`config.mk`:
```
export PLATFORM = sky130hd
export DESIGN_NAME = nsx_exec
export DESIGN_NICKNAME = d
export VERILOG_FILES = /design/src/design/nsx_pkg.sv /design/src/design/nsx_decode.sv /design/src/design/nsx_exec.sv
export SDC_FILE = /design/constraint.sdc
export NUM_CORES = 1
export LEC_CHECK = 0
export BUFFER_PORTS_ARGS = -buffer_cell sky130_fd_sc_hd__buf_2
export CAP_MARGIN = 5
export CORE_UTILIZATION = 30
export DETAILED_ROUTE_END_ITERATION = 8
export PLACE_DENSITY_LB_ADDON = 0.12
export SYNTH_ARGS = -nofsm -noshare
export SYNTH_HDL_FRONTEND = slang
export SYNTH_SLANG_ARGS = --single-unit
export TNS_END_PERCENT = 10
```
`constraint.sdc`:
```
create_clock -name clk -period 2 [get_ports clk]
set_input_delay 0.6 -clock clk [delete_from_list [all_inputs] [get_ports clk]]
set_output_delay 0.6 -clock clk [all_outputs]
set_load 0.005 [all_outputs]
```
`src/design/nsx_pkg.sv`:
```
// Package with opcode patterns, field positions and widths for the nibble/xor/direction executor
package nsx_pkg;
    localparam int          NSX_DATA_W     = 8;
    localparam int          NSX_INSN_W     = 12;
    localparam int          NSX_FADDR_W    = 5;
    localparam int          NSX_DIR_SEL_W  = 3;
    // Opcode match masks and values on the 12-bit instruction word
    localparam logic [11:0] NSX_MASK_FD    = 12'hFC0;
    localparam logic [11:0] NSX_OP_SWAP    = 12'h380;
    localparam logic [11:0] NSX_OP_REG_XOR = 12'h180;
    localparam logic [11:0] NSX_MASK_LIT   = 12'hF00;
    localparam logic [11:0] NSX_OP_LIT_XOR = 12'hF00;
    localparam logic [11:0] NSX_MASK_DIR   = 12'hFF8;
    localparam logic [11:0] NSX_OP_DIR     = 12'h000;
    // Field positions
    localparam int          NSX_DEST_BIT   = 5;
    localparam int          NSX_LIT_MSB    = 7;
    localparam int          NSX_FADDR_MSB  = 4;
    localparam int          NSX_DIR_MSB    = 2;
    localparam logic [2:0]  NSX_DIR_FIRST  = 3'h6;
    localparam logic [2:0]  NSX_DIR_LAST   = 3'h7;
    localparam int          NSX_DIR_COUNT  = 2;
    localparam logic [7:0]  NSX_RESET_DATA = 8'h00;
    localparam logic [7:0]  NSX_DIR_RESET  = 8'hFF;
endpackage

```
`src/design/nsx_decode.sv`:
```
// Combinational opcode classifier for the four handled instructions
`timescale 1ns/1ns
module nsx_decode import nsx_pkg::*; (
    input  wire logic [NSX_INSN_W-1:0] insn,
    input  wire logic                  insn_valid,
    output logic                       is_nibble_exchange_op,
    output logic                       is_direction_load_op,
    output logic                       is_literal_exclusive_or_op,
    output logic                       is_register_exclusive_or_op
);
    // Pattern matches gated by the fetch strobe
    always_comb begin
        is_nibble_exchange_op       = insn_valid && ((insn & NSX_MASK_FD) == NSX_OP_SWAP);
        is_register_exclusive_or_op = insn_valid && ((insn & NSX_MASK_FD) == NSX_OP_REG_XOR);
        is_literal_exclusive_or_op  = insn_valid && ((insn & NSX_MASK_LIT) == NSX_OP_LIT_XOR);
        // Operands outside 6..7 are not direction loads and are ignored
        is_direction_load_op        = insn_valid && ((insn & NSX_MASK_DIR) == NSX_OP_DIR)
                                      && (insn[NSX_DIR_MSB:0] >= NSX_DIR_FIRST);
    end
endmodule // nsx_decode

```
`src/design/nsx_exec.sv`:
```
// Execution unit for nibble exchange, direction load and the two exclusive OR instructions
`timescale 1ns/1ns
// Operation
// - Nibble exchange puts the low nibble of the file register on top and the high nibble below, flags untouched.
// - Nibble exchange writes the accumulator when the destination bit is 0 and the file register when it is 1.
// - Direction load copies the accumulator into direction register 6 or 7 chosen by the operand, flags untouched.
// - Literal exclusive OR combines accumulator and 8-bit literal, writes the accumulator and updates the null flag.
// - Register exclusive OR combines accumulator and file register 0..31 and updates the null flag.
// - Register exclusive OR writes the accumulator when the destination bit is 0 and the file register when it is 1.
module nsx_exec import nsx_pkg::*; #(
    parameter int DATA_W = NSX_DATA_W
) (
    input  wire logic                     clk,
    input  wire logic                     rst_n,
    input  wire logic [NSX_INSN_W-1:0]    insn,
    input  wire logic                     insn_valid,
    input  wire logic [DATA_W-1:0]        file_rdata,
    output logic      [NSX_FADDR_W-1:0]   file_addr,
    output logic                          file_we,
    output logic      [DATA_W-1:0]        file_wdata,
    output logic      [DATA_W-1:0]        acc,
    output logic                          result_null,
    output logic      [DATA_W-1:0]        dir_port6,
    output logic      [DATA_W-1:0]        dir_port7,
    output logic                          fetch_stall
);
    if (DATA_W != NSX_DATA_W) begin : g_bad_width
        $error("nsx_exec supports only 8-bit data");
    end

    logic                  op_swap;
    logic                  op_dir;
    logic                  op_lit_xor;
    logic                  op_reg_xor;
    logic                  dest_file;
    logic [DATA_W-1:0]     swapped;
    logic [DATA_W-1:0]     xor_result;
    logic [DATA_W-1:0]     next_acc;
    logic                  next_result_null;
    logic [DATA_W-1:0]     next_dir [NSX_DIR_COUNT];
    logic [DATA_W-1:0]     dir_q    [NSX_DIR_COUNT];
    logic                  next_file_we;
    logic [DATA_W-1:0]     next_file_wdata;

    nsx_decode u_decode (
        .insn                        (insn),
        .insn_valid                  (insn_valid),
        .is_nibble_exchange_op       (op_swap),
        .is_direction_load_op        (op_dir),
        .is_literal_exclusive_or_op  (op_lit_xor),
        .is_register_exclusive_or_op (op_reg_xor)
    );

    // File address is driven straight from the operand so the read completes in the same cycle
    assign file_addr   = insn[NSX_FADDR_MSB:0];
    assign dest_file   = insn[NSX_DEST_BIT];
    assign fetch_stall = 1'h0;

    // Datapath results
    always_comb begin
        // Halves follow the data width so no nibble boundary is hard-wired
        swapped = {file_rdata[DATA_W/2-1:0], file_rdata[DATA_W-1:DATA_W/2]};
        if (op_lit_xor) begin
            xor_result = acc ^ insn[NSX_LIT_MSB:0];
        end else begin
            xor_result = acc ^ file_rdata;
        end
    end

    // Next accumulator, null flag and file write; only the XOR forms touch the flag
    always_comb begin
        next_acc         = acc;
        next_result_null = result_null;
        next_file_we     = 1'h0;
        next_file_wdata  = file_wdata;
        if (op_swap) begin
            if (dest_file) begin
                next_file_we    = 1'h1;
                next_file_wdata = swapped;
            end else begin
                next_acc = swapped;
            end
        end else if (op_lit_xor) begin
            next_acc         = xor_result;
            next_result_null = (xor_result == NSX_RESET_DATA);
        end else if (op_reg_xor) begin
            next_result_null = (xor_result == NSX_RESET_DATA);
            if (dest_file) begin
                next_file_we    = 1'h1;
                next_file_wdata = xor_result;
            end else begin
                next_acc = xor_result;
            end
        end
    end

    // One direction register per loadable port
    for (genvar i = 0; i < NSX_DIR_COUNT; i++) begin : g_dir
        always_comb begin
            next_dir[i] = dir_q[i];
            if (op_dir && (insn[NSX_DIR_MSB:0] == NSX_DIR_FIRST + 3'(i))) begin
                next_dir[i] = acc;
            end
        end
        always_ff @(posedge clk or negedge rst_n) begin
            if (!rst_n) begin
                dir_q[i] <= NSX_DIR_RESET; // Ports start as inputs
            end else begin
                dir_q[i] <= next_dir[i];
            end
        end
    end

    assign dir_port6 = dir_q[0];
    assign dir_port7 = dir_q[1];

    // Architectural state registers; the file write is a registered one-cycle strobe
    always_ff @(posedge clk or negedge rst_n) begin
        if (!rst_n) begin
            acc         <= NSX_RESET_DATA;
            result_null <= 1'h0;
            file_we     <= 1'h0;
            file_wdata  <= NSX_RESET_DATA;
        end else begin
            acc         <= next_acc;
            result_null <= next_result_null;
            file_we     <= next_file_we;
            file_wdata  <= next_file_wdata;
        end
    end
endmodule // nsx_exec

```
Yosys cells after proc, flatten, opt, wreduce, memory -nomap -nowiden
Cells that the tools add are included.
- $lt $le $gt $ge: 1
- equality and inequality tests: 10
- mux-type cells: 17
- bitwise gates (word level): 3
- reduce and logical (&&, ||, !) cells: 15
- operator list (cell ; count):
    $mux W8 ; 11
    $xor A8 B8 Y8 ; 2
    $logic_not A12 Y1 ; 1
    $logic_not A8 Y1 ; 1
    $logic_and A1 B1 Y1 ; 7
    $eq A3 B3 Y1 const B ; 2
    $eq A6 B3 Y1 const B ; 1
    $eq A6 B4 Y1 const B ; 1
    $mux W1 ; 6
    $ne A2 B2 Y1 const B ; 3
    $ne A3 B3 Y1 const B ; 2
    $eq A4 B4 Y1 const B ; 1
    $reduce_and A4 Y1 ; 1
    $reduce_bool A2 Y1 ; 2
    $ge A3 B3 Y1 const B ; 1
    $reduce_and A3 Y1 ; 1
    $reduce_bool A3 Y1 ; 1
    $reduce_and A2 Y1 ; 1
    $not A1 Y1 ; 1
- register bits: 34
- input port bits: 23
- output and inout port bits: 40
- logic and storage cells: 52

Depth between registers and ports, before layout
Gate-level depths: netlist of the first run.
- depth after elaboration: 7
- depth in mapped cells: 6
- depth with buffers taken out: 5

Cells and area by module
A second synthesis of the first run with hierarchy kept.
- cell total of the unflattened synthesis: 145
- area, all modules: 1675.4 um2
- modules (own cells, without submodules) (module ; instances ; cells an instance ; area each (um2) ; seq. area each (um2)):
    nsx_exec ; 1 ; 134 ; 1606.5 ; 870.8
    nsx_decode ; 1 ; 11 ; 68.8 ; 0.0

Worst setup path after synthesis of the first run
No wires, ideal clock.
- kind: input-to-reg
- start: in insn[6]
- end: reg file_wdata[0]
- library setup time: 0.125 ns
- arrival time: 1.828 ns
- required time: 1.875 ns
- slack: 0.047 ns
- stages: 5
- buffers on the path: 0
- cell sequence: nor4b_2 and3_1 nand2_2 mux2_2 mux2_2
- word-level cells in the longest chain between the ends: 4
- elaborated cells between the ends (all ways): 10
- classes of those cells: 5 x eq/ne; 1 x mux; 4 x reduce/logical
- ends and longest elaborated chain (item ; RTL line ; text):
    start, declared ; nsx_exec.sv:15 ; input wire logic [NSX_INSN_W-1:0] insn,
    $eq A6 B3 Y1 or $eq A6 B4 Y1 (tied branches) ; nsx_decode.sv:14, nsx_decode.sv:13 ;
    $logic_and A1 B1 Y1, on equally long branches ; nsx_decode.sv:14, nsx_decode.sv:13 ;
    $ne A3 B3 Y1 (no line), or another cell as far along ; n/a ;
    $reduce_and A4 Y1 (no line) ; n/a ;
    end signal, assigned ; nsx_exec.sv:128 ; file_wdata <= next_file_wdata;
    end, declared ; nsx_exec.sv:20 ; output logic [DATA_W-1:0] file_wdata,
Several ways; a longest one is shown, not always the timed one.
A chain may end at the register's enable or synchronous reset.

Final worst setup path of the first run
- start: in insn[8]
- end: reg result_null
- word-level cells in the longest chain between the ends: 6
- elaborated cells between the ends (all ways): 13
- classes of those cells: 3 x eq/ne; 3 x mux; 1 x bitwise; 6 x reduce/logical
- ends and longest elaborated chain (item ; RTL line ; text):
    $eq A4 B4 Y1 ; nsx_decode.sv:15 ; is_literal_exclusive_or_op = insn_valid && ((insn & NSX_MASK_LIT) == NSX_OP_LIT_XOR);
    $logic_and A1 B1 Y1 ; nsx_decode.sv:15 ;
    $mux W8 ; nsx_exec.sv:63 ; if (op_lit_xor) begin
    $logic_not A8 Y1 ; nsx_exec.sv:85, nsx_exec.sv:87 ;
    $mux W1 ; nsx_exec.sv:86 ; end else if (op_reg_xor) begin
    $mux W1 ; nsx_exec.sv:83 ; end else if (op_lit_xor) begin
    end signal, assigned ; nsx_exec.sv:126 ; result_null <= next_result_null;
    end, declared ; nsx_exec.sv:22 ; output logic result_null,
Several ways; a longest one is shown, not always the timed one. The select of a mux whose other input is x is not followed.

==> results of run 1 <==
metrics by stage:
stage / utilization [%] / std cells / power (mW) / TNS [ns]
after floorplan: - / 162 / 1.30 / 0
after global placement: 39.5 / 309 / 1.60 / -4.58
final: 41.1 / 317 / 2.12 / 0
after detailed placement: 39.5 / 309 / 1.60 / -4.71
after CTS: 41.1 / 317 / 2.15 / 0
after global routing: 41.1 / 317 / 2.27 / 0
cells by family (layout without fill, tap and decap cells):
logic type	after synthesis	after routing	synth area share (%)
flops	34	34	47.3
other cells	1	1	0.203
compound gates	27	27	10.2
mux	32	32	19.6
simple gates	48	48	16.9
buf+inv	20	100	5.91
power by group through the flow:
| stage | logic (mW) | clock network (mW) | registers, mW |
|---|---|---|---|
| after floorplan | 0.382 | 0 | 0.921 |
| after global placement | 0.670 | 0 | 0.934 |
| after detailed placement | 0.666 | 0 | 0.938 |
| after CTS | 0.669 | 0.553 | 0.927 |
| after global routing | 0.741 | 0.583 | 0.946 |
| final | 0.664 | 0.532 | 0.926 |
cell type report:
cell class                      instances  area share [%]
Multi-Input combinational cell        108            35.5
Inverter                               10            1.54
Clock buffer                            8            3.70
Sequential cell                        34            35.8
Tap cell                               75            3.86
Timing Repair Buffer                   82            19.5
cells in the final DEF (no fill, tap or decap), types with 5 or more instances in the layout:
master	Yosys	layout
buf_2	0	61
nand2_1	10	10
dfrtp_1	18	18
o21ai_0	8	8
nand4_1	9	9
clkbuf_8	0	6
o22ai_1	8	8
dfstp_2	16	16
inv_1	9	9
o311ai_1	3	5
nor2b_1	16	16
mux2_2	32	32
buf_4	7	20
what timing repair did:
action | in CTS | in global routing
buffers inserted | 0 | 0
gates resized for setup | 0 | 3
endpoints found under the setup margin | 0 | 5
synthesized netlist by cell type:
library cell and n:
dfstp_2 16, nand3_1 2, nor2b_1 16, o22ai_1 8, nand4_1 9, or4_1 2
nor4b_2 1, o21a_1 2, o311ai_0 5, nand2_2 1, inv_1 9, nand4_4 1
nor2_2 1, clkbuf_1 2, mux2_2 32, nand2_4 1, and3_1 1, buf_4 7
o311ai_1 3, conb_1 1, inv_2 1, and4_1 1, buf_6 1, o21ai_0 8
nor4b_1 2, dfrtp_1 18, nand2_1 10, o31ai_2 1
critical path: stages:
cell	delay (ns)
buf_2	0.12
and4_2	0.32
nand2_4	0.15
o311ai_0	0.16
or4_1	0.58
o31ai_2	0.19
how the worst min path moves through the flow:
| stage | cells after the start | slack (ns) | start | end |
|---|---|---|---|---|
| detailed placement | 2 | 0.48 | dir_port7[5] | dir_port7[5] |
| global placement | 2 | 0.47 | dir_port7[7] | dir_port7[7] |
| floorplan | 0 | 0.30 | rst_n | acc[0] |
| CTS | 1 | 0.23 | rst_n | acc[3] |
| global route | 1 | 0.25 | rst_n | acc[3] |
| finish | 1 | 0.23 | rst_n | acc[3] |
metal layers:
layer / GRT usage, % / vias up
li1: - / 755
met1: 22.5 / 724
met2: 24.1 / 46
met3: 3.75 / 5
met4: 5.36 / 0
met5: 0 / -
flip-flops by register name, indices dropped and copies added (netlist names):
| name | count |
|---|---|
| file_wdata | 8 |
| result_null | 1 |
| dir_port6 | 8 |
| dir_port7 | 8 |
| acc | 8 |
| file_we | 1 |
==> impl_metrics.json, run 1 <==
{
  "status": "complete, no violations",
  "seq_area_um2": 871,
  "clockPowerShare_pct": 25.1,
  "r2r-start": "acc[0]",
  "dr_wl_met2_um": 2190,
  "placed_area_um2": 2340,
  "syn_inst": 162,
  "ff2ff_path_depth": 5,
  "finalMaxSlewViolations": 0,
  "drc_errors": 0,
  "cts_max_level": 2,
  "cts_tree": "yes",
  "gp_congestion": 0.825,
  "synthTopCellsByArea": "dfrtp_1, dfstp_2, mux2_2",
  "via_count": 1530,
  "rrSetupSlack_ns": 0.25,
  "min_path_type": "input pin to asynchronous set/reset pin",
  "hold_buffers": 0,
  "p_leak_nw": 1.15,
  "swShare_pct": 32.7,
  "fin_skew_ns": 0.00298,
  "power.switching_mw": 0.693,
  "setup_viol": 0,
  "n_antenna_cell": 0,
  "cap_violations": 0,
  "hpwl_um": 3850,
  "antenna_found_initial": 0,
  "internal_power_mw": 1.43,
  "final_cell_area_um2": 2430,
  "insertion_delay_ns": 0.29,
  "grt_pass1_vias": 1471,
  "r2r_end": "result_null",
  "ys_seq_elements": 34,
  "antenna_left": 0,
  "post_drt_wl_per_cell_um": 15.2,
  "fin_crit_sh_pct": 96.2,
  "yosysTopAreaCell": "dfrtp_1",
  "viasPerCell": 4.83,
  "crit_start": "insn[8]",
  "power_frac_seq_pct": 43.6,
  "cts.sinks": 34,
  "setup.worst_path.start_class": "input pin",
  "dpl_worst_slack_ns": -0.252,
  "met1_length_um": 2350,
  "fill_cells": 622,
  "dieArea_um2": 6460,
  "layout.nets": 264,
  "cts_root_buf": "clkbuf_8",
  "routed_wl_um": 4830,
  "cp_data_required_time_ns": 2.20,
  "pwr_density_cell_nw_per_um2": 872,
  "avgSynthCellArea_um2": 11.4,
  "fin_hold_ws_ns": 0.230,
  "ir_drop_v": 0.000280,
  "rows": 28,
  "post_synth_num_cell_types": 28,
  "io_pins": 63,
  "syn_area_um2": 1840,
  "grt_pass1_wl_um": 7650,
  "grt_use_total_pct": 16.1,
  "yosys_warnings": 0,
  "syn_nets": 185,
  "yosysTopAreaCellShare_pct": 24.4,
  "die_w_um": 80.4,
  "route.met3.wl_um": 232,
  "fin_crit_ns": 1.92,
  "drt-initial-drc-count": 73,
  "final_hold_viol_count": 0,
  "comb_power_share_pct": 31.3,
  "first_pass_iters": 4,
  "finalWorstSetupSlack_ns": 0.0758,
  "crit_fanout": 10,
  "cp-end-kind": "flop",
  "multiInputGateArea_um2": 865,
  "synth.yosys.seq_area_share_pct": 47.3,
  "numCtsBuffers": 5,
  "worst-setup-path-type": "input pin to flop",
  "io_buffers": 61,
  "cts.clk_slew.worst_paths_ns": 0.07,
  "area_growth_syn_to_layout_pct": 32.0,
  "grt_overflow_total": 0,
  "arrival_ns": 2.12,
  "grt_max_degree": 20,
  "rsz0062_at_grt": "no",
  "coreArea_um2": 5920,
  "die_h_um": 80.4,
  "start_util_pct": 31.1,
  "top_layer_used": "met4",
  "max_freq_mhz": 520,
  "drive_gt1_share_pct": 59.5,
  "endpoint": "result_null",
  "cts.path.max_buffers": 2
}
(Power assumes the default switching activity.)
==> run 2, diff against run 1 <==
--- a/config.mk
+++ b/config.mk
@@ -12,5 +12,6 @@
 export PLACE_DENSITY_LB_ADDON = 0.12
 export SYNTH_ARGS = -nofsm -noshare
 export SYNTH_HDL_FRONTEND = slang
+export SYNTH_HIERARCHICAL = 1
 export SYNTH_SLANG_ARGS = --single-unit
 export TNS_END_PERCENT = 10
==> impl_metrics.json, run 2 <==
{
  "status": "complete, no violations",
  "p_leak_nw": 1.12,
  "ys_seq_elements": 34,
  "synth_edf_count": 0,
  "rsz0062_at_grt": "yes",
  "layout_commonest_cell": "buf_2",
  "via_count": 1351,
  "worst-setup-path-type": "input pin to flop",
  "critPathSlowestCell": "or4_4",
  "crit_fanout": 2,
  "setup_viol": 0,
  "io_pins": 63,
  "drive_gt1_share_pct": 61.3,
  "coreArea_um2": 5240,
  "tns_ns": 0,
  "cts_tree": "yes",
  "avgSynthCellArea_um2": 11.6,
  "syn_nets": 168,
  "slew_headroom_pct": 50.7,
  "final_hold_viol_count": 0,
  "cts_max_level": 2,
  "n_antenna_cell": 0,
  "cp-end-kind": "flop",
  "insertion_delay_ns": 0.28,
  "cts.sinks": 34,
  "synth.yosys.seq_area_share_pct": 52.0,
  "hold_buffers": 0,
  "fill_cells": 503,
  "fin_crit_ns": 1.97,
  "start_util_pct": 32.0,
  "cts.path.max_buffers": 2,
  "finalMaxSlewViolations": 0,
  "ys.flop_type": "dfrtp_1",
  "yosysTopAreaCellShare_pct": 26.9,
  "synthTopCellsByArea": "dfrtp_1, dfstp_2, mux2_2",
  "first_pass_iters": 4,
  "path_cells": "buf_2 -> nand3_2 -> nor2_4 -> buf_4 -> mux2i_1 -> xnor2_1 -> or4_4 -> o31ai_2",
  "mostFrequentLayoutCells": "buf_2, buf_4, dfrtp_1",
  "dieArea_um2": 5890,
  "synth_xor_area_share_pct": 5.23,
  "finalWorstSetupSlack_ns": 0.0303,
  "pwr_density_cell_nw_per_um2": 848,
  "synth_fa_ha_area_share_pct": 0,
  "yosysMostFrequentCell": "dfrtp_1",
  "max_freq_mhz": 508,
  "yosysTopAreaCell": "dfrtp_1",
  "arrival_ns": 2.17,
  "antenna_left": 0,
  "grt_pass1_vias": 1414,
  "dpl_worst_slack_ns": -0.265,
  "synth_compound_area_share_pct": 6.95,
  "routed_wl_um": 4170,
  "cap_violations": 0,
  "min_path_type": "input pin to asynchronous set/reset pin",
  "area_growth_syn_to_layout_pct": 42.3,
  "setup.worst_path.start_class": "input pin",
  "fin_skew_ns": 0.00444,
  "syn_area_um2": 1680,
  "grt_overflow_total": 0,
  "muxShareOfSynthArea_pct": 20.3,
  "cts.clk_slew.worst_paths_ns": 0.06,
  "drt-initial-drc-count": 51,
  "grt_use_total_pct": 14.9,
  "rows": 26,
  "synth_top_family_by_area": "multiplexers",
  "antenna_found_initial": 0,
  "hpwl_um": 3290,
  "post_synth_num_cell_types": 29,
  "synth-simple-area-share_pct": 10.5,
  "die_h_um": 76.7,
  "ys_top_cells_by_count": "dfrtp_1, dfstp_2, mux2_2, mux2i_1, nor2_1",
  "layout.nets": 247,
  "cp_data_required_time_ns": 2.20,
  "ir_drop_v": 0.000421,
  "fin_crit_sh_pct": 98.5,
  "cts_root_buf": "clkbuf_8",
  "io_buffers": 61,
  "viasPerCell": 4.58,
  "grt_max_degree": 35,
  "critPathMaxStageDelay_ns": 0.53,
  "numCtsBuffers": 5,
  "drc_errors": 0,
  "worstMarginPinSlew_ns": 0.739,
  "die_w_um": 76.7,
  "grt_pass1_wl_um": 6780,
  "async_flop_share_pct": 100,
  "syn_inst": 145,
  "yosys_warnings": 6,
  "gp_congestion": 0.789,
  "post_drt_wl_per_cell_um": 14.1
}
## run 2: cell types whose count changed after synthesis, sizes merged, moves of 3 or more
cell / delta
a21oi: +8
o311ai: -8
xnor2: +10
nor2b: -16
inv: -8
mux2i: +16
o22ai: -7
nand4: -9
nor2: +10
nor4b: -3
mux2: -16
## run 2: power breakdown
part | leakage, nW | switching (mW) | internal [mW]
Sequential | 0.389 | 0.121 | 0.789
Clock | 0.0575 | 0.230 | 0.347
Combinational | 0.673 | 0.258 | 0.278
Total | 1.12 | 0.609 | 1.41
## run 2: per-stage QoR
stage / area [um^2] / instances / power, mW / hold WS, ns / utilization (%)
finish: 2380 / 295 / 2.02 / 0.379 / 45.5
global route: 2380 / 295 / 2.16 / 0.429 / 45.5
CTS: 2330 / 294 / 2.02 / 0.398 / 44.4
detailed placement: 2220 / 286 / 1.43 / 0.464 / 42.3
global placement: 2220 / 286 / 1.41 / 0.456 / 42.3
floorplan: 1720 / 145 / 1.16 / 0.304 / -
## run 2: repair_timing
action | CTS | global route
endpoints found under the setup margin | 0 | 3
buffers inserted | 0 | 1
endpoints found under the hold margin | 0 | 0
resized for setup | 0 | 9
## run 2: critical path, delay by kind of cell
| kind | cells | cell delay (ns) |
|---|---|---|
| compound gates | 1 | 0.21 |
| xor+xnor | 1 | 0.13 |
| buf+inv | 2 | 0.23 |
| mux | 1 | 0.22 |
| simple gates | 3 | 0.77 |
## run 2: worst paths after layout
path | start | end | slack [ns] | depth (start not counted)
max in group asynchronous | rst_n | acc[7] | 1.15 | 1
setup / recovery | insn[10] | result_null | 0.03 | 8
min in group clk | file_wdata[3] | file_wdata[3] | 0.48 | 2
hold / removal | rst_n | file_wdata[5] | 0.38 | 1
hold reg to reg | file_wdata[3] | file_wdata[3] | 0.48 | 2
setup reg to reg | acc[0] | result_null | 0.57 | 3
## run 2: layer usage
| layer | GRT usage (%) | vias up | wire length (um) | part of all wire [%] |
|---|---|---|---|---|
| li1 | - | 666 | - | - |
| met1 | 18.8 | 626 | 1850 | 44 |
| met3 | 4.05 | 11 | 247 | 5.9 |
| met4 | 4.62 | 0 | 58 | 1.4 |
| met5 | 0 | - | 0 | 0 |
| met2 | 24.7 | 48 | 2020 | 48 |
## run 2: area by class of cell
type,instances,area (um^2),share of cell area (%)
clock buffer,8,110,4.62
inverter,2,7.51,0.315
multi-input combinational,98,812,34.1
sequential,34,871,36.5
tap,70,87.6,3.67
timing repair buffer,83,495,20.8
## run 2: cell families (layout without fill, tap and decap cells)
logic type	after synthesis	after routing
AO/OA/AOI/OAI	21	21
XOR/XNOR	10	10
buffers and inverters	13	93
flip-flops	34	34
multiplexers	32	32
other	1	1
AND/OR/NAND/NOR	34	34
==> run 3, diff against run 2 <==
--- a/config.mk
+++ b/config.mk
@@ -10,6 +10,7 @@
 export CORE_UTILIZATION = 30
 export DETAILED_ROUTE_END_ITERATION = 8
 export PLACE_DENSITY_LB_ADDON = 0.12
+export RECOVER_POWER = 25
 export SYNTH_ARGS = -nofsm -noshare
 export SYNTH_HDL_FRONTEND = slang
 export SYNTH_HIERARCHICAL = 1
==> impl_metrics.json, run 3 (synthesized netlist as in run 2, its figures left out) <==
{
  "die_h_um": 76.7,
  "antenna_found_initial": 0,
  "grt_pass1_vias": 1414,
  "cts_tree": "yes",
  "io_pins": 63,
  "power_frac_seq_pct": 45.0,
  "numCtsBuffers": 5,
  "cts.clk_slew.worst_paths_ns": 0.06,
  "drive_gt1_share_pct": 61.3,
  "drc_errors": 0,
  "gr-usage-met1_pct": 18.8,
  "cts_max_level": 2,
  "area_growth_syn_to_layout_pct": 42.3,
  "final_hold_viol_count": 0,
  "start_util_pct": 32.0,
  "routed_wl_um": 4170,
  "post_drt_wl_per_cell_um": 14.1,
  "ir_drop_v": 0.000421,
  "critPathMaxStageDelay_ns": 0.53,
  "mostFrequentLayoutCells": "buf_2, buf_4, dfrtp_1",
  "finalMaxSlewViolations": 0,
  "path_cells": "buf_2 -> nand3_2 -> nor2_4 -> buf_4 -> mux2i_1 -> xnor2_1 -> or4_4 -> o31ai_2",
  "max_freq_mhz": 508,
  "fin_hold_ws_ns": 0.407,
  "worstMarginPinSlew_ns": 0.828,
  "cp-end-kind": "flop",
  "grt_max_degree": 35,
  "pwr_density_cell_nw_per_um2": 848,
  "grt_overflow_total": 0,
  "dpl_worst_slack_ns": -0.265,
  "grt_use_total_pct": 14.9,
  "crit_fanout": 2,
  "power.switching_mw": 0.609,
  "comb_power_share_pct": 26.5,
  "swShare_pct": 30.1,
  "cts_root_buf": "clkbuf_8",
  "dieArea_um2": 5890,
  "internal_power_mw": 1.41,
  "rows": 26,
  "first_pass_iters": 4,
  "insertion_delay_ns": 0.28,
  "gr-usage-met3_pct": 4.05,
  "antenna_left": 0,
  "cap_violations": 0,
  "tns_ns": 0,
  "die_w_um": 76.7,
  "viasPerCell": 4.58,
  "cts.sinks": 34,
  "status": "complete, no violations",
  "io_buffers": 61,
  "drt-initial-drc-count": 51,
  "fin_skew_ns": 0.00444,
  "fin_util_pct": 45.5,
  "slew_headroom_pct": 44.8,
  "use_met2_pct": 24.7,
  "p_leak_nw": 1.12,
  "coreArea_um2": 5240,
  "gp_congestion": 0.789,
  "final_cell_area_um2": 2380,
  "arrival_ns": 2.17,
  "finalNonFillerCells": 295,
  "critPathSlowestCell": "or4_4",
  "grt_pass1_wl_um": 6780,
  "hpwl_um": 3290,
  "fin_crit_sh_pct": 98.5,
  "power.total_mw": 2.02,
  "worst-setup-path-type": "input pin to flop",
  "cp_data_required_time_ns": 2.20,
  "clockPowerShare_pct": 28.6,
  "placed_area_um2": 2220,
  "placedCellCount": 286,
  "setup.worst_path.start_class": "input pin",
  "via_count": 1351,
  "fin_crit_ns": 1.97,
  "min_path_type": "input pin to asynchronous set/reset pin",
  "rsz0062_at_grt": "yes",
  "setup_viol": 0,
  "layout_commonest_cell": "buf_2",
  "n_antenna_cell": 0,
  "grt-busiest-layer": "met2",
  "layout.nets": 247,
  "cts.path.max_buffers": 2,
  "finalWorstSetupSlack_ns": 0.0303
}
-- run 3: changes by cell type in the layout (fill, tap and decap cells not counted), sizes merged --
| cell | change |
|---|---|
| clkbuf | +1 |
| buf | -1 |
-- run 3: area by class of cell --
class	count	area, um^2
tap	70	87.6
timing repair buffer	83	495
fill	503	2850
multi-input combinational	98	812
sequential	34	871
inverter	2	7.51
clock buffer	8	110
-- run 3: power by group through the flow --
stage / combinational [mW] / clock [mW] / sequential (mW)
2_1_floorplan: 0.263 / 0 / 0.896
3_3_place_gp: 0.497 / 0 / 0.915
3_5_place_dp: 0.508 / 0 / 0.926
4_1_cts: 0.508 / 0.594 / 0.915
5_1_grt: 0.595 / 0.632 / 0.933
6_report: 0.535 / 0.577 / 0.910
-- run 3: worst paths after layout --
| kind | slack, ns | startpoint | depth (start not counted) | end |
|---|---|---|---|---|
| max | 0.03 | insn[10] | 8 | result_null |
| min | 0.41 | rst_n | 1 | file_wdata[5] |
| max reg2reg | 0.57 | acc[0] | 3 | result_null |
| min reg2reg | 0.48 | file_wdata[3] | 2 | file_wdata[3] |
| max in group asynchronous | 1.07 | rst_n | 1 | acc[7] |
| min in group clk | 0.48 | file_wdata[3] | 2 | file_wdata[3] |
-- run 3: repair_timing --
| item | CTS | global route |
|---|---|---|
| buffers inserted | 0 | 1 |
| resized for setup | 0 | 9 |
| hold buffers | 0 | 0 |
| hold endpoints to repair | 0 | 0 |
| setup endpoints to repair | 0 | 3 |
-- run 3: critical path, delay by kind of cell --
kind            cells  cell delay, ns
buf+inv             2            0.23
mux                 1            0.22
simple gates        3            0.77
xor+xnor            1            0.13
compound gates      1            0.21
-- run 3: layer usage --
layer | share of wire (%) | wire [um]
met1 | 44 | 1850
met2 | 48 | 2020
met3 | 5.9 | 247
met4 | 1.4 | 58
met5 | 0 | 0
